--- config.mk ---
export PLATFORM = sky130hd
export DESIGN_NAME = iqrx_control
export DESIGN_NICKNAME = d
export VERILOG_FILES = /design/src/inc/iqrx_pkg.sv /design/src/design/iqrx_fifo.sv /design/src/design/iqrx_control.sv
export SDC_FILE = /design/constraint.sdc
export NUM_CORES = 1
export LEC_CHECK = 0
export BUFFER_PORTS_ARGS = -buffer_cell sky130_fd_sc_hd__buf_2
export CORE_AREA = 8 8 237 239
export DETAILED_ROUTE_END_ITERATION = 8
export DIE_AREA = 0 0 245 247
export PLACE_DENSITY_LB_ADDON = 0.1
export RECOVER_POWER = 25
export SLEW_MARGIN = 20
export SYNTH_ARGS = -nofsm -noshare
export SYNTH_HDL_FRONTEND = slang
export SYNTH_SLANG_ARGS = --single-unit
--- constraint.sdc ---
create_clock -name clock -period 10.4 [get_ports clock]
set_input_delay 1.04 -clock clock [delete_from_list [all_inputs] [get_ports clock]]
set_output_delay 1.04 -clock clock [all_outputs]
set_load 0.01 [all_outputs]
--- src/inc/iqrx_pkg.sv ---
package iqrx_pkg;
  // Command word layout, bit positions within the ten-bit control word
  localparam int CMD_WIDTH = 10;
  localparam int BIT_SAMPLE_RATE = 0;
  localparam int BIT_FILTER_RESPONSE = 1;
  localparam int BIT_INPUT_PAIR = 2;
  localparam int BIT_CAL_MODE = 3;
  localparam int BIT_RX_POWER = 4;
  localparam int BIT_THIRD_AUX_POWER = 5;
  localparam int BIT_SECOND_AUX_POWER = 6;
  localparam int BIT_FIRST_AUX_POWER = 7;
  localparam int BIT_SERIAL_HIZ = 8;
  localparam int BIT_UNUSED = 9;
  localparam logic [9:0] CMD_RESET = 10'h000;

  // Sample and word widths
  localparam int SAMPLE_WIDTH = 15;
  localparam int OFFSET_WIDTH = 10;
  localparam int WORD_WIDTH = 16;
  localparam int OFFSET_SHIFT = 2;
  localparam logic [9:0] OFFSET_RESET = 10'h000;
  localparam logic FLAG_INPHASE = 1'b1;
  localparam logic FLAG_QUADRATURE = 1'b0;

  // Master clock divisions
  localparam int PHASE_WIDTH = 3;
  localparam logic [2:0] AFE_STROBE_PHASE = 3'h3;
  localparam logic [2:0] FILTER_STROBE_PHASE = 3'h7;
  localparam int RATE_WIDTH = 7;
  localparam logic [6:0] LOW_RATE_LAST = 7'h7f;
  localparam logic [6:0] HIGH_RATE_LAST = 7'h3f;

  // Calibration and settling
  localparam int CAL_CONVERSIONS = 16;
  localparam int CAL_COUNT_WIDTH = 4;
  localparam logic [3:0] CAL_LAST = 4'hf;
  localparam int FILTER_TAPS = 256;
  localparam int FILTER_DIVIDE = 8;
  localparam int SETTLE_CYCLES = FILTER_TAPS * FILTER_DIVIDE;
  localparam int SETTLE_WIDTH = 11;
  localparam logic [10:0] SETTLE_LAST = 11'(SETTLE_CYCLES - 1);

  // Serial output
  localparam int BIT_COUNT_WIDTH = 4;
  localparam logic [3:0] BIT_LAST = 4'hf;
  localparam int FIFO_DEPTH = 8;

  typedef enum logic [2:0] {
    IQRX_SLEEP,
    IQRX_CALIBRATE,
    IQRX_SETTLE,
    IQRX_RUN,
    IQRX_DRAIN
  } iqrx_state_t;
endpackage

--- src/design/iqrx_fifo.sv ---
`timescale 1ns/1ps
module iqrx_fifo #(
  parameter int WIDTH = 16,
  parameter int DEPTH = 8
) (
  input wire logic clock,
  input wire logic resetn,
  input wire logic in_valid,
  output logic in_ready,
  input wire logic [WIDTH-1:0] in_data,
  output logic out_valid,
  input wire logic out_ready,
  output logic [WIDTH-1:0] out_data,
  output logic empty
);
  localparam int AW = $clog2(DEPTH);
  logic [WIDTH-1:0] mem [DEPTH];
  logic [AW-1:0] wr_ptr;
  logic [AW-1:0] rd_ptr;
  logic [AW:0] count;
  logic push;
  logic pop_mem;

  assign in_ready = (count != (AW+1)'(DEPTH));
  assign push = in_valid && in_ready;
  // Output register is refilled whenever memory holds a word and the register is empty or being taken
  assign pop_mem = (count != '0) && (!out_valid || out_ready);
  assign empty = (count == '0) && !out_valid;

  always_ff @(posedge clock) begin
    if (push) begin
      mem[wr_ptr] <= in_data;
    end
  end

  always_ff @(posedge clock or negedge resetn) begin
    if (!resetn) begin
      wr_ptr <= '0;
      rd_ptr <= '0;
      count <= '0;
    end else begin
      if (push) begin
        wr_ptr <= (wr_ptr == AW'(DEPTH - 1)) ? '0 : wr_ptr + 1'b1;
      end
      if (pop_mem) begin
        rd_ptr <= (rd_ptr == AW'(DEPTH - 1)) ? '0 : rd_ptr + 1'b1;
      end
      count <= count + (AW+1)'(push) - (AW+1)'(pop_mem);
    end
  end

  always_ff @(posedge clock or negedge resetn) begin
    if (!resetn) begin
      out_valid <= 1'b0;
      out_data <= '0;
    end else if (pop_mem) begin
      out_valid <= 1'b1;
      out_data <= mem[rd_ptr];
    end else if (out_ready) begin
      out_valid <= 1'b0;
    end
  end
endmodule

--- src/design/iqrx_control.sv ---
`timescale 1ns/1ps
module iqrx_control (
  input wire logic clock,
  input wire logic resetn,
  input wire logic command_write,
  input wire logic [9:0] command_data,
  input wire logic offset_inphase_write,
  input wire logic offset_quadrature_write,
  input wire logic [9:0] offset_data,
  input wire logic [14:0] conv_inphase,
  input wire logic [14:0] conv_quadrature,
  input wire logic serial_ready,
  output logic sample_rate_select,
  output logic filter_response_select,
  output logic input_pair_select,
  output logic input_short,
  output logic converter_sleep,
  output logic afe_sample_strobe,
  output logic filter_strobe,
  output logic third_aux_converter_power,
  output logic second_aux_converter_power,
  output logic first_aux_converter_power,
  output logic serial_data_out,
  output logic serial_data_oe,
  output logic serial_sync_out,
  output logic serial_sync_oe,
  output logic samples_enabled,
  output logic sample_overrun,
  output logic [9:0] offset_inphase,
  output logic [9:0] offset_quadrature
);
  logic [9:0] receive_mode_control;
  iqrx_pkg::iqrx_state_t state;
  iqrx_pkg::iqrx_state_t next_state;
  logic [2:0] phase;
  logic [6:0] rate_count;
  logic sample_point;
  logic [3:0] cal_count;
  logic signed [18:0] cal_sum_i;
  logic signed [18:0] cal_sum_q;
  logic cal_done;
  logic [10:0] settle_count;
  logic settle_done;
  logic [14:0] pend_i;
  logic [14:0] pend_q;
  logic pend_i_valid;
  logic pend_q_valid;
  logic fifo_in_valid;
  logic fifo_in_ready;
  logic [15:0] fifo_in_data;
  logic fifo_out_valid;
  logic fifo_out_ready;
  logic [15:0] fifo_out_data;
  logic fifo_empty;
  logic [15:0] shift_word;
  logic [3:0] bit_count;
  logic shifting;
  logic pipeline_idle;
  logic power_on;

  // Clamp a wide signed value into a narrower signed range
  function automatic logic [14:0] sat15(input logic signed [16:0] v);
    if (v > 17'sd16383) begin
      sat15 = 15'h3fff;
    end else if (v < -17'sd16384) begin
      sat15 = 15'h4000;
    end else begin
      sat15 = v[14:0];
    end
  endfunction

  // Ten-bit offset counts in steps of four sample LSBs, hence the two-bit shift
  function automatic logic [14:0] apply_offset(input logic [14:0] s, input logic [9:0] off);
    logic signed [16:0] wide_s;
    logic signed [16:0] wide_off;
    wide_s = 17'(signed'(s));
    wide_off = 17'(signed'(off)) <<< iqrx_pkg::OFFSET_SHIFT;
    apply_offset = sat15(wide_s - wide_off);
  endfunction

  // Averaged offset mapped back down to ten bits, saturating
  function automatic logic [9:0] cal_offset(input logic signed [18:0] sum);
    logic signed [18:0] avg;
    avg = sum >>> (iqrx_pkg::CAL_COUNT_WIDTH + iqrx_pkg::OFFSET_SHIFT);
    if (avg > 19'sd511) begin
      cal_offset = 10'h1ff;
    end else if (avg < -19'sd512) begin
      cal_offset = 10'h200;
    end else begin
      cal_offset = avg[9:0];
    end
  endfunction

  // Command register, write only
  always_ff @(posedge clock or negedge resetn) begin
    if (!resetn) begin
      receive_mode_control <= iqrx_pkg::CMD_RESET;
    end else if (command_write) begin
      receive_mode_control <= command_data;
    end
  end

  assign sample_rate_select = receive_mode_control[iqrx_pkg::BIT_SAMPLE_RATE];
  assign filter_response_select =
    receive_mode_control[iqrx_pkg::BIT_FILTER_RESPONSE];
  assign input_pair_select = receive_mode_control[iqrx_pkg::BIT_INPUT_PAIR];
  assign third_aux_converter_power =
    receive_mode_control[iqrx_pkg::BIT_THIRD_AUX_POWER];
  assign second_aux_converter_power =
    receive_mode_control[iqrx_pkg::BIT_SECOND_AUX_POWER];
  assign first_aux_converter_power =
    receive_mode_control[iqrx_pkg::BIT_FIRST_AUX_POWER];
  assign power_on = receive_mode_control[iqrx_pkg::BIT_RX_POWER];

  // Master clock dividers; stopped while asleep to save power
  always_ff @(posedge clock or negedge resetn) begin
    if (!resetn) begin
      phase <= '0;
    end else if (converter_sleep) begin
      phase <= '0;
    end else begin
      phase <= phase + 3'h1;
    end
  end

  assign afe_sample_strobe = !converter_sleep && (phase[1:0] == iqrx_pkg::AFE_STROBE_PHASE[1:0]);
  assign filter_strobe = !converter_sleep && (phase == iqrx_pkg::FILTER_STROBE_PHASE);

  // Output sample rate counter
  always_ff @(posedge clock or negedge resetn) begin
    if (!resetn) begin
      rate_count <= '0;
    end else if (state != iqrx_pkg::IQRX_RUN || sample_point) begin
      rate_count <= '0;
    end else begin
      rate_count <= rate_count + 7'h01;
    end
  end

  assign sample_point = (state == iqrx_pkg::IQRX_RUN) &&
    (rate_count == (sample_rate_select ? iqrx_pkg::HIGH_RATE_LAST
                                       : iqrx_pkg::LOW_RATE_LAST));

  // Receive power sequencing
  always_ff @(posedge clock or negedge resetn) begin
    if (!resetn) begin
      state <= iqrx_pkg::IQRX_SLEEP;
    end else begin
      state <= next_state;
    end
  end

  always_comb begin
    next_state = state;
    case (state)
      iqrx_pkg::IQRX_SLEEP: begin
        if (power_on) begin
          if (!receive_mode_control[iqrx_pkg::BIT_CAL_MODE]) begin
            next_state = iqrx_pkg::IQRX_CALIBRATE;
          end else begin
            next_state = iqrx_pkg::IQRX_SETTLE;
          end
        end
      end
      iqrx_pkg::IQRX_CALIBRATE: begin
        if (!power_on) begin
          next_state = iqrx_pkg::IQRX_SLEEP;
        end else if (cal_done) begin
          next_state = iqrx_pkg::IQRX_SETTLE;
        end
      end
      iqrx_pkg::IQRX_SETTLE: begin
        if (!power_on) begin
          next_state = iqrx_pkg::IQRX_SLEEP;
        end else if (settle_done) begin
          next_state = iqrx_pkg::IQRX_RUN;
        end
      end
      iqrx_pkg::IQRX_RUN: begin
        if (!power_on) begin
          next_state = iqrx_pkg::IQRX_DRAIN;
        end
      end
      iqrx_pkg::IQRX_DRAIN: begin
        if (pipeline_idle) begin
          next_state = iqrx_pkg::IQRX_SLEEP;
        end
      end
      default: begin
        next_state = iqrx_pkg::IQRX_SLEEP;
      end
    endcase
  end

  assign converter_sleep = (state == iqrx_pkg::IQRX_SLEEP);
  assign input_short = (state == iqrx_pkg::IQRX_CALIBRATE);
  assign samples_enabled = (state == iqrx_pkg::IQRX_RUN);
  assign pipeline_idle = !pend_i_valid && !pend_q_valid && fifo_empty && !shifting;

  // Offset measurement over shorted inputs
  always_ff @(posedge clock or negedge resetn) begin
    if (!resetn) begin
      cal_count <= '0;
      cal_sum_i <= '0;
      cal_sum_q <= '0;
    end else if (state != iqrx_pkg::IQRX_CALIBRATE) begin
      cal_count <= '0;
      cal_sum_i <= '0;
      cal_sum_q <= '0;
    end else if (filter_strobe) begin
      cal_count <= cal_count + 4'h1;
      cal_sum_i <= cal_sum_i + 19'(signed'(conv_inphase));
      cal_sum_q <= cal_sum_q + 19'(signed'(conv_quadrature));
    end
  end

  assign cal_done = filter_strobe && (cal_count == iqrx_pkg::CAL_LAST);

  // Offset registers; the last conversion joins the sum as it is loaded
  always_ff @(posedge clock or negedge resetn) begin
    if (!resetn) begin
      offset_inphase <= iqrx_pkg::OFFSET_RESET;
      offset_quadrature <= iqrx_pkg::OFFSET_RESET;
    end else if (state == iqrx_pkg::IQRX_CALIBRATE && cal_done) begin
      offset_inphase <= cal_offset(cal_sum_i + 19'(signed'(conv_inphase)));
      offset_quadrature <= cal_offset(cal_sum_q + 19'(signed'(conv_quadrature)));
    end else begin
      if (offset_inphase_write) begin
        offset_inphase <= offset_data;
      end
      if (offset_quadrature_write) begin
        offset_quadrature <= offset_data;
      end
    end
  end

  // Filter settling after wake-up or calibration
  always_ff @(posedge clock or negedge resetn) begin
    if (!resetn) begin
      settle_count <= '0;
    end else if (state != iqrx_pkg::IQRX_SETTLE) begin
      settle_count <= '0;
    end else if (!settle_done) begin
      settle_count <= settle_count + 11'h001;
    end
  end

  assign settle_done = (settle_count == iqrx_pkg::SETTLE_LAST);

  // Sample capture; a new pair arriving while one is still pending is lost
  always_ff @(posedge clock or negedge resetn) begin
    if (!resetn) begin
      pend_i <= '0;
      pend_q <= '0;
      pend_i_valid <= 1'b0;
      pend_q_valid <= 1'b0;
    end else if (sample_point && !pend_i_valid && !pend_q_valid) begin
      pend_i <= apply_offset(conv_inphase, offset_inphase);
      pend_q <= apply_offset(conv_quadrature, offset_quadrature);
      pend_i_valid <= 1'b1;
      pend_q_valid <= 1'b1;
    end else if (fifo_in_ready) begin
      if (pend_i_valid) begin
        pend_i_valid <= 1'b0;
      end else if (pend_q_valid) begin
        pend_q_valid <= 1'b0;
      end
    end
  end

  // Set wins over the clear made by a command write
  always_ff @(posedge clock or negedge resetn) begin
    if (!resetn) begin
      sample_overrun <= 1'b0;
    end else if (sample_point && (pend_i_valid || pend_q_valid)) begin
      sample_overrun <= 1'b1;
    end else if (command_write) begin
      sample_overrun <= 1'b0;
    end
  end

  // I word always goes ahead of its Q partner
  assign fifo_in_valid = pend_i_valid || pend_q_valid;
  assign fifo_in_data = pend_i_valid ? {pend_i, iqrx_pkg::FLAG_INPHASE}
                                     : {pend_q, iqrx_pkg::FLAG_QUADRATURE};

  iqrx_fifo #(
    .WIDTH(iqrx_pkg::WORD_WIDTH),
    .DEPTH(iqrx_pkg::FIFO_DEPTH)
  ) u_fifo (
    .clock(clock),
    .resetn(resetn),
    .in_valid(fifo_in_valid),
    .in_ready(fifo_in_ready),
    .in_data(fifo_in_data),
    .out_valid(fifo_out_valid),
    .out_ready(fifo_out_ready),
    .out_data(fifo_out_data),
    .empty(fifo_empty)
  );

  // Serialiser waits on the processor, which is what backs the FIFO up
  assign fifo_out_ready = !shifting && serial_ready;

  always_ff @(posedge clock or negedge resetn) begin
    if (!resetn) begin
      shift_word <= '0;
      bit_count <= '0;
      shifting <= 1'b0;
    end else if (!shifting) begin
      if (fifo_out_valid && serial_ready) begin
        shift_word <= fifo_out_data;
        bit_count <= '0;
        shifting <= 1'b1;
      end
    end else begin
      shift_word <= {shift_word[14:0], 1'b0};
      bit_count <= bit_count + 4'h1;
      if (bit_count == iqrx_pkg::BIT_LAST) begin
        shifting <= 1'b0;
      end
    end
  end

  // MSB first, sync marks the first bit of every word
  always_ff @(posedge clock or negedge resetn) begin
    if (!resetn) begin
      serial_data_out <= 1'b0;
      serial_sync_out <= 1'b0;
    end else begin
      serial_data_out <= shifting ? shift_word[15] : 1'b0;
      serial_sync_out <= shifting && (bit_count == '0);
    end
  end

  assign serial_data_oe = !receive_mode_control[iqrx_pkg::BIT_SERIAL_HIZ];
  assign serial_sync_oe = !receive_mode_control[iqrx_pkg::BIT_SERIAL_HIZ];
endmodule

==> flow_summary.toml, run 1 <==
[route]
vias_per_cell = 4.82
drc_errors = 0
post_drt_wl_per_cell_um = 18.5
dr_total_vias = 10200
final_antenna_net_count = 0
drt-pass1-iter-count = 5
first_iter_violations = 502
totalWireLength_um = 39300

[worst_setup_path]
cp_top_family = "buffers and inverters"
critPathMostFrequentCell = "clkbuf_1"
arrival_ns = 5.86
cp-start-kind = "primary input"
path_class = "primary input to asynchronous set/reset pin"
crit_fanout = 67
crit_path_end_kind = "asynchronous set/reset pin"
critPathMaxStageDelay_ns = 2.57
critical_path_buf_inv_count = 2
r2r_setup_slack_ns = 6.66
crit_chain = "clkbuf_1 -> clkbuf_1"
slowest_stage = "clkbuf_1"
required_ns = 10.42
r2r_cells = 11
worstReg2RegStart = "cal_sum_i[0]"
reg2reg_to = "offset_inphase[8]"

[floorplanning]
std_cell_rows = 84
dieArea_um2 = 60500
die_w_um = 245
die_h_um = 247
pin_count = 92
coreArea_um2 = 52200
start_util_pct = 29.7

[run_status]
status = "finished with violations"
violations = "capacitance limit, slew limit"

[timing]
hold_viol = 0
fin_setup_tns_ns = 0
post-route-period-util_pct = 56.2
period_needed_ns = 5.84
setup_viol_count_final = 0
maxSlewHeadroom_pct = -148
worst_pin_slew_ns = 3.73
fmax_mhz = 171
rsz0062_at_grt = "no"
fin_skew_ns = 0.0231
maxSlewViolCount = 165

[global_route]
grt_overflow_total = 0
grt_pass1_wl_um = 62700
grtUsageTotal_pct = 13.0
grt_antenna_before_repair = 2
grt_pass1_vias = 10800
grt_max_degree = 68

[pwr]
p_leak_nw = 7.89
fin_total_pwr_w = 0.00355
p_per_area_nw_per_um2 = 196
irDropWorstVdd_mv = 0.108

[clock_tree]
h-tree-depth = 2
cts_buffers = 38
insertion_delay_ns = 0.54
clockRootBuffer = "clkbuf_16"
cts_num_sinks = 306
cts_setup_buffers = 0
cts_tree = "done"
clockBufferDepth = 3
cts-resized-gates = 0
path_clk_slew_ns = 0.05
hold_buffers = 0

[logic_synthesis]
synth-xor-area-share_pct = 3.64
yosys.area_share.simple_pct = 9.08
syn_area_um2 = 15500
synth_mux_area_share_pct = 9.45
synth_top_family_by_area = "compound AO/OA/AOI/OAI gates"
synth_edf_count = 128
synth_fp_nets = 1444
synth.distinct_cells = 78
syn_inst = 1304
yosys-top-cells-area = "dfrtp_1 29%, edfxtp_1 25%, ha_1 6.4%"
synth_adder_area_share_pct = 7.03
avgSynthCellArea_um2 = 11.9
synth_seq_area_share_pct = 53.6
yosys.area.top_type = "dfrtp_1"
synth-compound-area-share_pct = 14.4
synthFlopType = "dfrtp_1"
synth_top_area_share_pct = 28.8
yosys_warnings = 0
synth_seq_cells = 306
synthArstFlopShare_pct = 58.2

[hold_path]
hold_start = "phase[0]"
min_to = "phase[0]"
hold_depth = 1
hold_class = "flop to flop"

[placed_design]
place_congestion = 0.793
dp_hpwl_um = 26700
place_inst = 2053
placedInstanceArea_um2 = 16800
port_buffers = 90

[flow_run]
maxCapViolCount = 3

[layout]
layout_commonest_cell = "dfrtp_1"
final_nets = 1545
multi_input_area_um2 = 6800
layout_common_cells = "176 x dfrtp_1, 128 x edfxtp_1, 109 x nand2_1"
postLayoutCellArea_um2 = 18100
fillCellCount = 5185
drive_gt1_share_pct = 19.0
area_growth_pct = 16.9
seq_area_um2 = 8300
fin_cells = 2122
antenna_cells = 0
routing by layer:
layer | vias to the layer above | part of all wire, % | global-route usage (%)
li1 | 5032 | - | -
met4 | 4 | 1.8 | 3.07
met5 | - | 0.066 | 0
met3 | 52 | 3.0 | 2.57
met2 | 118 | 48 | 21.9
met1 | 5031 | 47 | 17.2
logic make-up after synthesis:
group,after synthesis
compound gates,328
simple gates,309
flops,306
buf+inv,113
mux,103
fa+ha+maj,84
xor+xnor,61
layout make-up:
| cell class | count | share of cell area (%) |
|---|---|---|
| Clock inverter | 19 | 1.22 |
| Timing Repair Buffer | 109 | 3.22 |
| Clock buffer | 50 | 6.07 |
| Multi-Input combinational cell | 885 | 37.5 |
| Tap cell | 688 | 4.75 |
| Sequential cell | 306 | 45.8 |
| Inverter | 65 | 1.35 |
state kept, by name, indices dropped and copies added (netlist names), 7 cells and up:
name / cells
u_fifo.mem: 128
cal_sum_i: 19
cal_sum_q: 19
shift_word: 16
u_fifo.out_data: 16
pend_i: 15
pend_q: 15
settle_count: 11
offset_inphase: 10
offset_quadrature: 10
receive_mode_control: 9
rate_count: 7
stage by stage:
step | hold slack, ns | utilization (%) | setup slack, ns
2_1_floorplan | 0.410 | - | 6.61
3_3_place_gp | 0.426 | 32.2 | 5.80
3_5_place_dp | 0.431 | 32.2 | 5.79
4_1_cts | 0.438 | 34.7 | 6.37
5_1_grt | 0.445 | 34.7 | 3.14
6_report | 0.431 | 34.7 | 4.56
worst reg2reg max path: stages (launching register included):
cell and delay [ns]:
dfrtp_1 0.38, ha_1 0.25, fa_1 0.43, a21oi_1 0.25, o211ai_2 0.16, o211ai_2 0.26
a32oi_2 0.18, a31oi_1 0.30, xor3_1 0.31, and2_1 0.19, a41oi_1 0.70, o22ai_1 0.19
synth_stat cells, types with 26 or more instances:
master      n
a21oi_1    75
mux2i_1    45
a22o_1     28
dfrtp_1   178
clkbuf_1   35
nand2_1   109
ha_1       79
xnor2_1    39
mux2_2     26
o21ai_0    70
inv_1      65
edfxtp_1  128
mux4_2     32
nor2_1     83
power by group:
part | internal (W) | switching [W] | total [W]
combinational | 0.000285 | 0.000401 | 0.000686
sequential | 0.00136 | 0.000104 | 0.00147
clock | 0.000867 | 0.000525 | 0.00139
total | 0.00252 | 0.00103 | 0.00355
worst max-delay path by stage:
stage	slack, ns	cells after the start	to	start
2_1_floorplan	6.61	11	offset_inphase[8]	conv_inphase[0]
3_3_place_gp	5.80	12	offset_inphase[8]	conv_inphase[0]
3_5_place_dp	5.79	12	offset_inphase[8]	conv_inphase[0]
4_1_cts	6.37	12	offset_inphase[8]	conv_inphase[0]
5_1_grt	3.14	2	offset_inphase[3]	resetn
6_report	4.56	2	cal_sum_i[16]	resetn
Note: power is estimated with default switching activity, not from simulation.
==> run 2: changes to the inputs <==
--- a/config.mk
+++ b/config.mk
@@ -5,10 +5,11 @@
 export SDC_FILE = /design/constraint.sdc
 export NUM_CORES = 1
 export LEC_CHECK = 0
+export ABC_AREA = 1
 export BUFFER_PORTS_ARGS = -buffer_cell sky130_fd_sc_hd__buf_2
-export CORE_AREA = 8 8 237 239
+export CORE_AREA = 8 8 241 243
 export DETAILED_ROUTE_END_ITERATION = 8
-export DIE_AREA = 0 0 245 247
+export DIE_AREA = 0 0 249 251
 export PLACE_DENSITY_LB_ADDON = 0.1
 export RECOVER_POWER = 25
 export SLEW_MARGIN = 20
==> constraint.sdc (replaced) <==
create_clock -name clock -period 5.9 [get_ports clock]
set_input_delay 0.59 -clock clock [delete_from_list [all_inputs] [get_ports clock]]
set_output_delay 0.59 -clock clock [all_outputs]
set_load 0.01 [all_outputs]
==> run 2 against run 1 <==
Compared with the run above: the flow still finishes with violations (capacitance limit, slew limit); via count up 22%; total power up 84%; first-iteration DRC count up 10%; routed wire length up 12%; sequential power up 75%; sequential share of layout area down 0.90 points; non-clock buffer count unchanged; critical path type unchanged; highest routed layer unchanged.
==> flow_summary.toml, run 2 <==
[global_route]
grt_overflow_total = 0
grt_pass1_wl_um = 70500
grt_pass1_vias = 12500
grt_antenna_before_repair = 2
grtUsageTotal_pct = 14.0
grt_max_degree = 137

[logic_synthesis]
synth_mux_area_share_pct = 0.491
yosys.area_share.simple_pct = 20.5
synth_edf_count = 128
avgSynthCellArea_um2 = 8.95
synthFlopType = "dfrtp_1"
syn_inst = 1793
synth_top_family_by_area = "simple AND/OR/NAND/NOR gates"
synth_seq_area_share_pct = 51.7
yosys.area.top_type = "dfrtp_1"
yosys-top-cells-area = "dfrtp_1 28%, edfxtp_1 24%, nand2_1 9.5%"
synth_commonest_cells = "408 x nand2_1, 194 x nor2_1, 178 x dfrtp_1"
synth-compound-area-share_pct = 12.6
synth_fp_nets = 1933
syn_area_um2 = 16100
yosys_warnings = 0
synth_most_common_cell = "nand2_1"
synth_seq_cells = 306
synth_adder_area_share_pct = 6.78
synth-xor-area-share_pct = 2.49
synthArstFlopShare_pct = 58.2
synth.distinct_cells = 52
synth_top_area_share_pct = 27.8

[worst_setup_path]
r2r_setup_slack_ns = 2.92
worstReg2RegStart = "shifting"
arrival_ns = 3.65
cp-start-kind = "primary input"
required_ns = 6.46
crit_path_end_kind = "asynchronous set/reset pin"
reg2reg_to = "u_fifo.count[2]"
crit_fanout = 136
path_class = "primary input to asynchronous set/reset pin"
r2r_cells = 12

[placed_design]
port_buffers = 90
place_inst = 2551
placedInstanceArea_um2 = 17300
dp_hpwl_um = 30300
place_congestion = 0.836

[route]
drt-pass1-iter-count = 5
vias_per_cell = 4.76
post_drt_wl_per_cell_um = 16.8
drc_errors = 0
first_iter_violations = 552
final_antenna_net_count = 0
totalWireLength_um = 44100
dr_total_vias = 12500

[hold_path]
hold_start = "command_data[8]"
hold_class = "primary input to flop"
hold_depth = 3
min_to = "receive_mode_control[8]"

[floorplanning]
die_w_um = 249
dieArea_um2 = 62500
start_util_pct = 29.5
coreArea_um2 = 54300
die_h_um = 251
std_cell_rows = 86
pin_count = 92

[run_status]
violations = "capacitance limit, slew limit"
status = "finished with violations"

[clock_tree]
clockRootBuffer = "clkbuf_16"
cts_buffers = 39
cts_tree = "done"
cts-resized-gates = 0
clockBufferDepth = 3
h-tree-depth = 2
path_clk_slew_ns = 0.05
cts_setup_buffers = 0
cts_num_sinks = 306
insertion_delay_ns = 0.55

[pwr]
p_sw_share_pct = 33.6
power_switching_w = 0.00219
power.share.combinational_pct = 25.9
pwr-share-clk_pct = 34.7
p_seq_share_pct = 39.4
p_leak_nw = 8.47
p_per_area_nw_per_um2 = 353
irDropWorstVdd_mv = 0.177
internal_power_w = 0.00432

[timing]
post-route-period-util_pct = 52.3
maxSlewHeadroom_pct = -64.5
fmax_mhz = 324
setup_viol_count_final = 0
rsz0062_at_grt = "no"
fin_setup_tns_ns = 0
period_needed_ns = 3.09
holdWs_ns = 0.251
maxSlewViolCount = 43
worst_pin_slew_ns = 2.47
hold_viol = 0
fin_skew_ns = 0.0130

[layout]
largest_register = "u_fifo.mem"
drive_gt1_share_pct = 9.91
layout_common_cells = "408 x nand2_1, 194 x nor2_1, 177 x dfrtp_1"
largest_reg_flops = 128
top_regs = "u_fifo.mem: 128 flops, cal_sum_i: 19 flops, cal_sum_q: 19 flops"
postLayoutCoreUtil_pct = 34.0
layout_commonest_cell = "nand2_1"
fin_cells = 2622
final_nets = 2029
area_growth_pct = 15.0
fillCellCount = 5638
postLayoutCellArea_um2 = 18500

[flow_run]
maxCapViolCount = 1
-- run 2: cell types whose count changed in the layout (fill, tap and decap cells not counted), moves of 19 or more --
cell,previous run,this run
a22o_1,28,0
buf_2,88,61
mux4_2,32,0
o21ai_0,70,150
a21oi_1,74,99
mux2i_1,45,0
o21ai_1,23,3
xnor2_1,39,20
nand3_1,24,88
nor2_1,82,194
nand2_1,109,408
clkbuf_1,9,40
inv_1,65,168
o22ai_1,11,36
-- run 2: per-stage QoR --
stage	setup WS (ns)	power, W
floorplan	3.54	0.00378
global placement	2.86	0.00431
detailed placement	2.88	0.00433
CTS	2.85	0.00666
global route	2.28	0.00697
finish	2.81	0.00651
-- run 2: power groups by stage --
stage                     Clock (W)  Combinational (W)  Sequential [W]
after floorplan                   0            0.00120         0.00258
after global placement            0            0.00170         0.00260
after detailed placement          0            0.00172         0.00260
after CTS                   0.00236            0.00173         0.00257
after global routing        0.00243            0.00194         0.00259
final                       0.00226            0.00168         0.00257
-- run 2: kinds of logic after synthesis --
family	count (synthesis)
and+or+nand+nor	767
AOI/OAI and AO/OA	356
DFF	306
buffers and inverters	229
adders and majority gates	84
xor gates and xnor gates	44
muxes	7
-- run 2: final cells by class --
cell class | instances | area [µm²] | area share, %
Clock inverter | 18 | 159 | 0.861
Inverter | 175 | 657 | 3.56
Sequential cell | 306 | 8300 | 44.9
Antenna cell | 1 | 2.50 | 0.0136
Clock buffer | 51 | 1040 | 5.64
Tap cell | 704 | 881 | 4.77
Multi-Input combinational cell | 1258 | 6850 | 37.1
Timing Repair Buffer | 109 | 572 | 3.10
-- run 2: metal layers --
layer,part of all wire (%),global-route usage [%],wire [µm]
met5,0.029,0,13
met1,48,18.8,21200
met3,3.5,2.54,1530
met2,46,23.0,20500
met4,2.0,3.47,893
-- run 2: what timing repair did --
item	in CTS	in global routing
hold buffers	1	0
endpoints found under the setup margin	0	0
endpoints found under the hold margin	42	0
-- run 2: worst max-delay path: stages --
cell and delay [ns]:
dlygate4sd3_1 0.52, clkbuf_1 1.74, buf_12 0.58
-- run 2: worst max path at each step --
stage | from | to | cells past startpoint
floorplan | conv_inphase[2] | pend_i[11] | 11
CTS | state[2] | input_short | 4
detailed placement | shifting | u_fifo.count[1] | 12
global route | resetn | cal_sum_i[13] | 3
global placement | shifting | u_fifo.count[2] | 12
finish | resetn | cal_sum_i[14] | 3
==> run 3: changes to the inputs <==
--- a/config.mk
+++ b/config.mk
@@ -5,11 +5,11 @@
 export SDC_FILE = /design/constraint.sdc
 export NUM_CORES = 1
 export LEC_CHECK = 0
-export ABC_AREA = 1
+export ABC_AREA = 0
 export BUFFER_PORTS_ARGS = -buffer_cell sky130_fd_sc_hd__buf_2
-export CORE_AREA = 8 8 241 243
+export CORE_AREA = 8 8 237 239
 export DETAILED_ROUTE_END_ITERATION = 8
-export DIE_AREA = 0 0 249 251
+export DIE_AREA = 0 0 245 247
 export PLACE_DENSITY_LB_ADDON = 0.1
 export RECOVER_POWER = 25
 export SLEW_MARGIN = 20
==> constraint.sdc (replaced) <==
create_clock -name clock -period 3.1 [get_ports clock]
set_input_delay 0.31 -clock clock [delete_from_list [all_inputs] [get_ports clock]]
set_output_delay 0.31 -clock clock [all_outputs]
set_load 0.01 [all_outputs]
==> run 3 against run 2 <==
Compared with the run above: the run still ends with capacitance limit, slew limit left; register-to-register slack worse by 2.8 ns; critical path depth rose by 9; cell count down 16%; worst setup slack worse by 2.7 ns; hold slack got worse by 0.16 ns; sequential power is 92% higher; via count decreased by 16%; largest cell class unchanged; highest routed layer unchanged.
==> flow_summary.toml, run 3 (synthesis gave the netlist of run 1 again) <==
[hold_path]
hold_depth = 2
hold_class = "primary input to flop"

[clock_tree]
cts_buffers = 39
h-tree-depth = 2
cts_tree = "done"
cts_num_sinks = 306
insertion_delay_ns = 0.55
clockRootBuffer = "clkbuf_16"
clockBufferDepth = 3
path_clk_slew_ns = 0.05

[timing]
maxSlewViolCount = 89
hold_viol = 0
maxSlewHeadroom_pct = -53.2
fin_skew_ns = 0.00807
holdWs_ns = 0.0886
period_needed_ns = 2.94
setup_viol_count_final = 0
fmax_mhz = 340
fin_setup_tns_ns = 0
post-route-period-util_pct = 95.0
worst_pin_slew_ns = 2.30

[worst_setup_path]
slowest_stage = "dfrtp_1"
cp-start-kind = "flop"
required_ns = 3.53
crit_path_end_kind = "flop"
critPathMostFrequentCell = "o211ai_2"
r2r_cells = 12
path_class = "flop to flop"
crit_chain = "ha_1 -> fa_2 -> a21oi_2 -> o211ai_2 -> o211ai_2 -> a32oi_2 -> a31oi_2 -> xor3_1 -> and2_1 -> a41oi_2 -> buf_4 -> o22ai_1"
critPathMaxStageDelay_ns = 0.38
arrival_ns = 3.37
crit_fanout = 4

[pwr]
p_leak_nw = 8.27
irDropWorstVdd_mv = 0.317
p_per_area_nw_per_um2 = 634
fin_total_pwr_w = 0.0120

[global_route]
grt_pass1_wl_um = 63400
grt_overflow_total = 0
grt_max_degree = 90
grtUsageTotal_pct = 13.2
grt_pass1_vias = 11100
grt_antenna_before_repair = 1

[layout]
drive_gt1_share_pct = 23.4
antenna_cells = 0
postLayoutCoreUtil_pct = 36.1
layout_common_cells = "175 x dfrtp_1, 128 x edfxtp_1, 109 x nand2_1"
largest_register = "u_fifo.mem"
top_regs = "u_fifo.mem: 128 flops, cal_sum_i: 19 flops, cal_sum_q: 19 flops"
layout_commonest_cell = "dfrtp_1"
largest_reg_flops = 128
final_nets = 1619
area_growth_pct = 21.8

[floorplanning]
std_cell_rows = 84
start_util_pct = 29.7
die_w_um = 245
die_h_um = 247
dieArea_um2 = 60500
pin_count = 92
coreArea_um2 = 52200

[route]
drc_errors = 0
drt-pass1-iter-count = 4
dr_total_vias = 10500
final_antenna_net_count = 0
vias_per_cell = 4.77
totalWireLength_um = 40000
first_iter_violations = 530
post_drt_wl_per_cell_um = 18.2

[run_status]
status = "finished with violations"
violations = "capacitance limit, slew limit"

[placed_design]
dp_hpwl_um = 27900
port_buffers = 90
place_congestion = 0.820

[flow_run]
maxCapViolCount = 1
[run 3: layout make-up]
cell class / count / area, µm²
Fill cell: 5176 / 33400
Timing Repair Buffer: 182 / 1230
Multi-Input combinational cell: 885 / 6930
Clock inverter: 8 / 129
Inverter: 65 / 244
Sequential cell: 306 / 8300
Tap cell: 688 / 861
Clock buffer: 63 / 1170
[run 3: per-layer routing]
layer / track usage (%) / vias up / wire length [µm]
met5: 0 / - / 8
li1: - / 5171 / -
met3: 2.26 / 52 / 1240
met1: 17.2 / 5127 / 18800
met2: 22.4 / 125 / 19200
met4: 4.00 / 2 / 807
[run 3: final timing paths]
path | from | end | slack (ns)
worst max-delay path | cal_sum_i[0] | offset_inphase[8] | 0.16
max in group asynchronous | resetn | offset_quadrature[1] | 0.54
worst min-delay path | conv_inphase[0] | pend_i[0] | 0.09
worst max register to register | cal_sum_i[0] | offset_inphase[8] | 0.16
min in group asynchronous | resetn | serial_sync_out | 0.95
worst min register to register | phase[0] | phase[0] | 0.43
[run 3: repair_timing]
item                                    4_1_cts  5_1_grt
gates cloned                                  0        1
pin swaps                                     6       11
endpoints found under the setup margin       11       45
resized for setup                             3       27
setup buffers                                 2        3
hold buffers                                 11        0
hold endpoints to repair                     95        0
[run 3: worst max-delay path: cells and delay by family, from the launching register on]
kind | cells | cell delay (ns)
compound gates | 7 | 1.19
fa+ha+maj | 2 | 0.60
flops | 1 | 0.38
xor+xnor | 1 | 0.27
simple gates | 1 | 0.20
buf+inv | 1 | 0.18
[run 3: power breakdown]
group | leakage [nW] | switching, W | internal (W)
combinational | 3.92 | 0.00135 | 0.00106
sequential | 3.71 | 0.000370 | 0.00457
clock | 0.631 | 0.00178 | 0.00283
[run 3: through the flow]
step | setup WS [ns] | instance area [µm²] | std cells
after floorplan | 0.000179 | 15500 | 1304
after global placement | -0.0626 | 17300 | 2109
after detailed placement | -0.142 | 17300 | 2109
after CTS | 0.0292 | 18700 | 2193
after global routing | -0.00659 | 18900 | 2197
final | 0.155 | 18900 | 2197
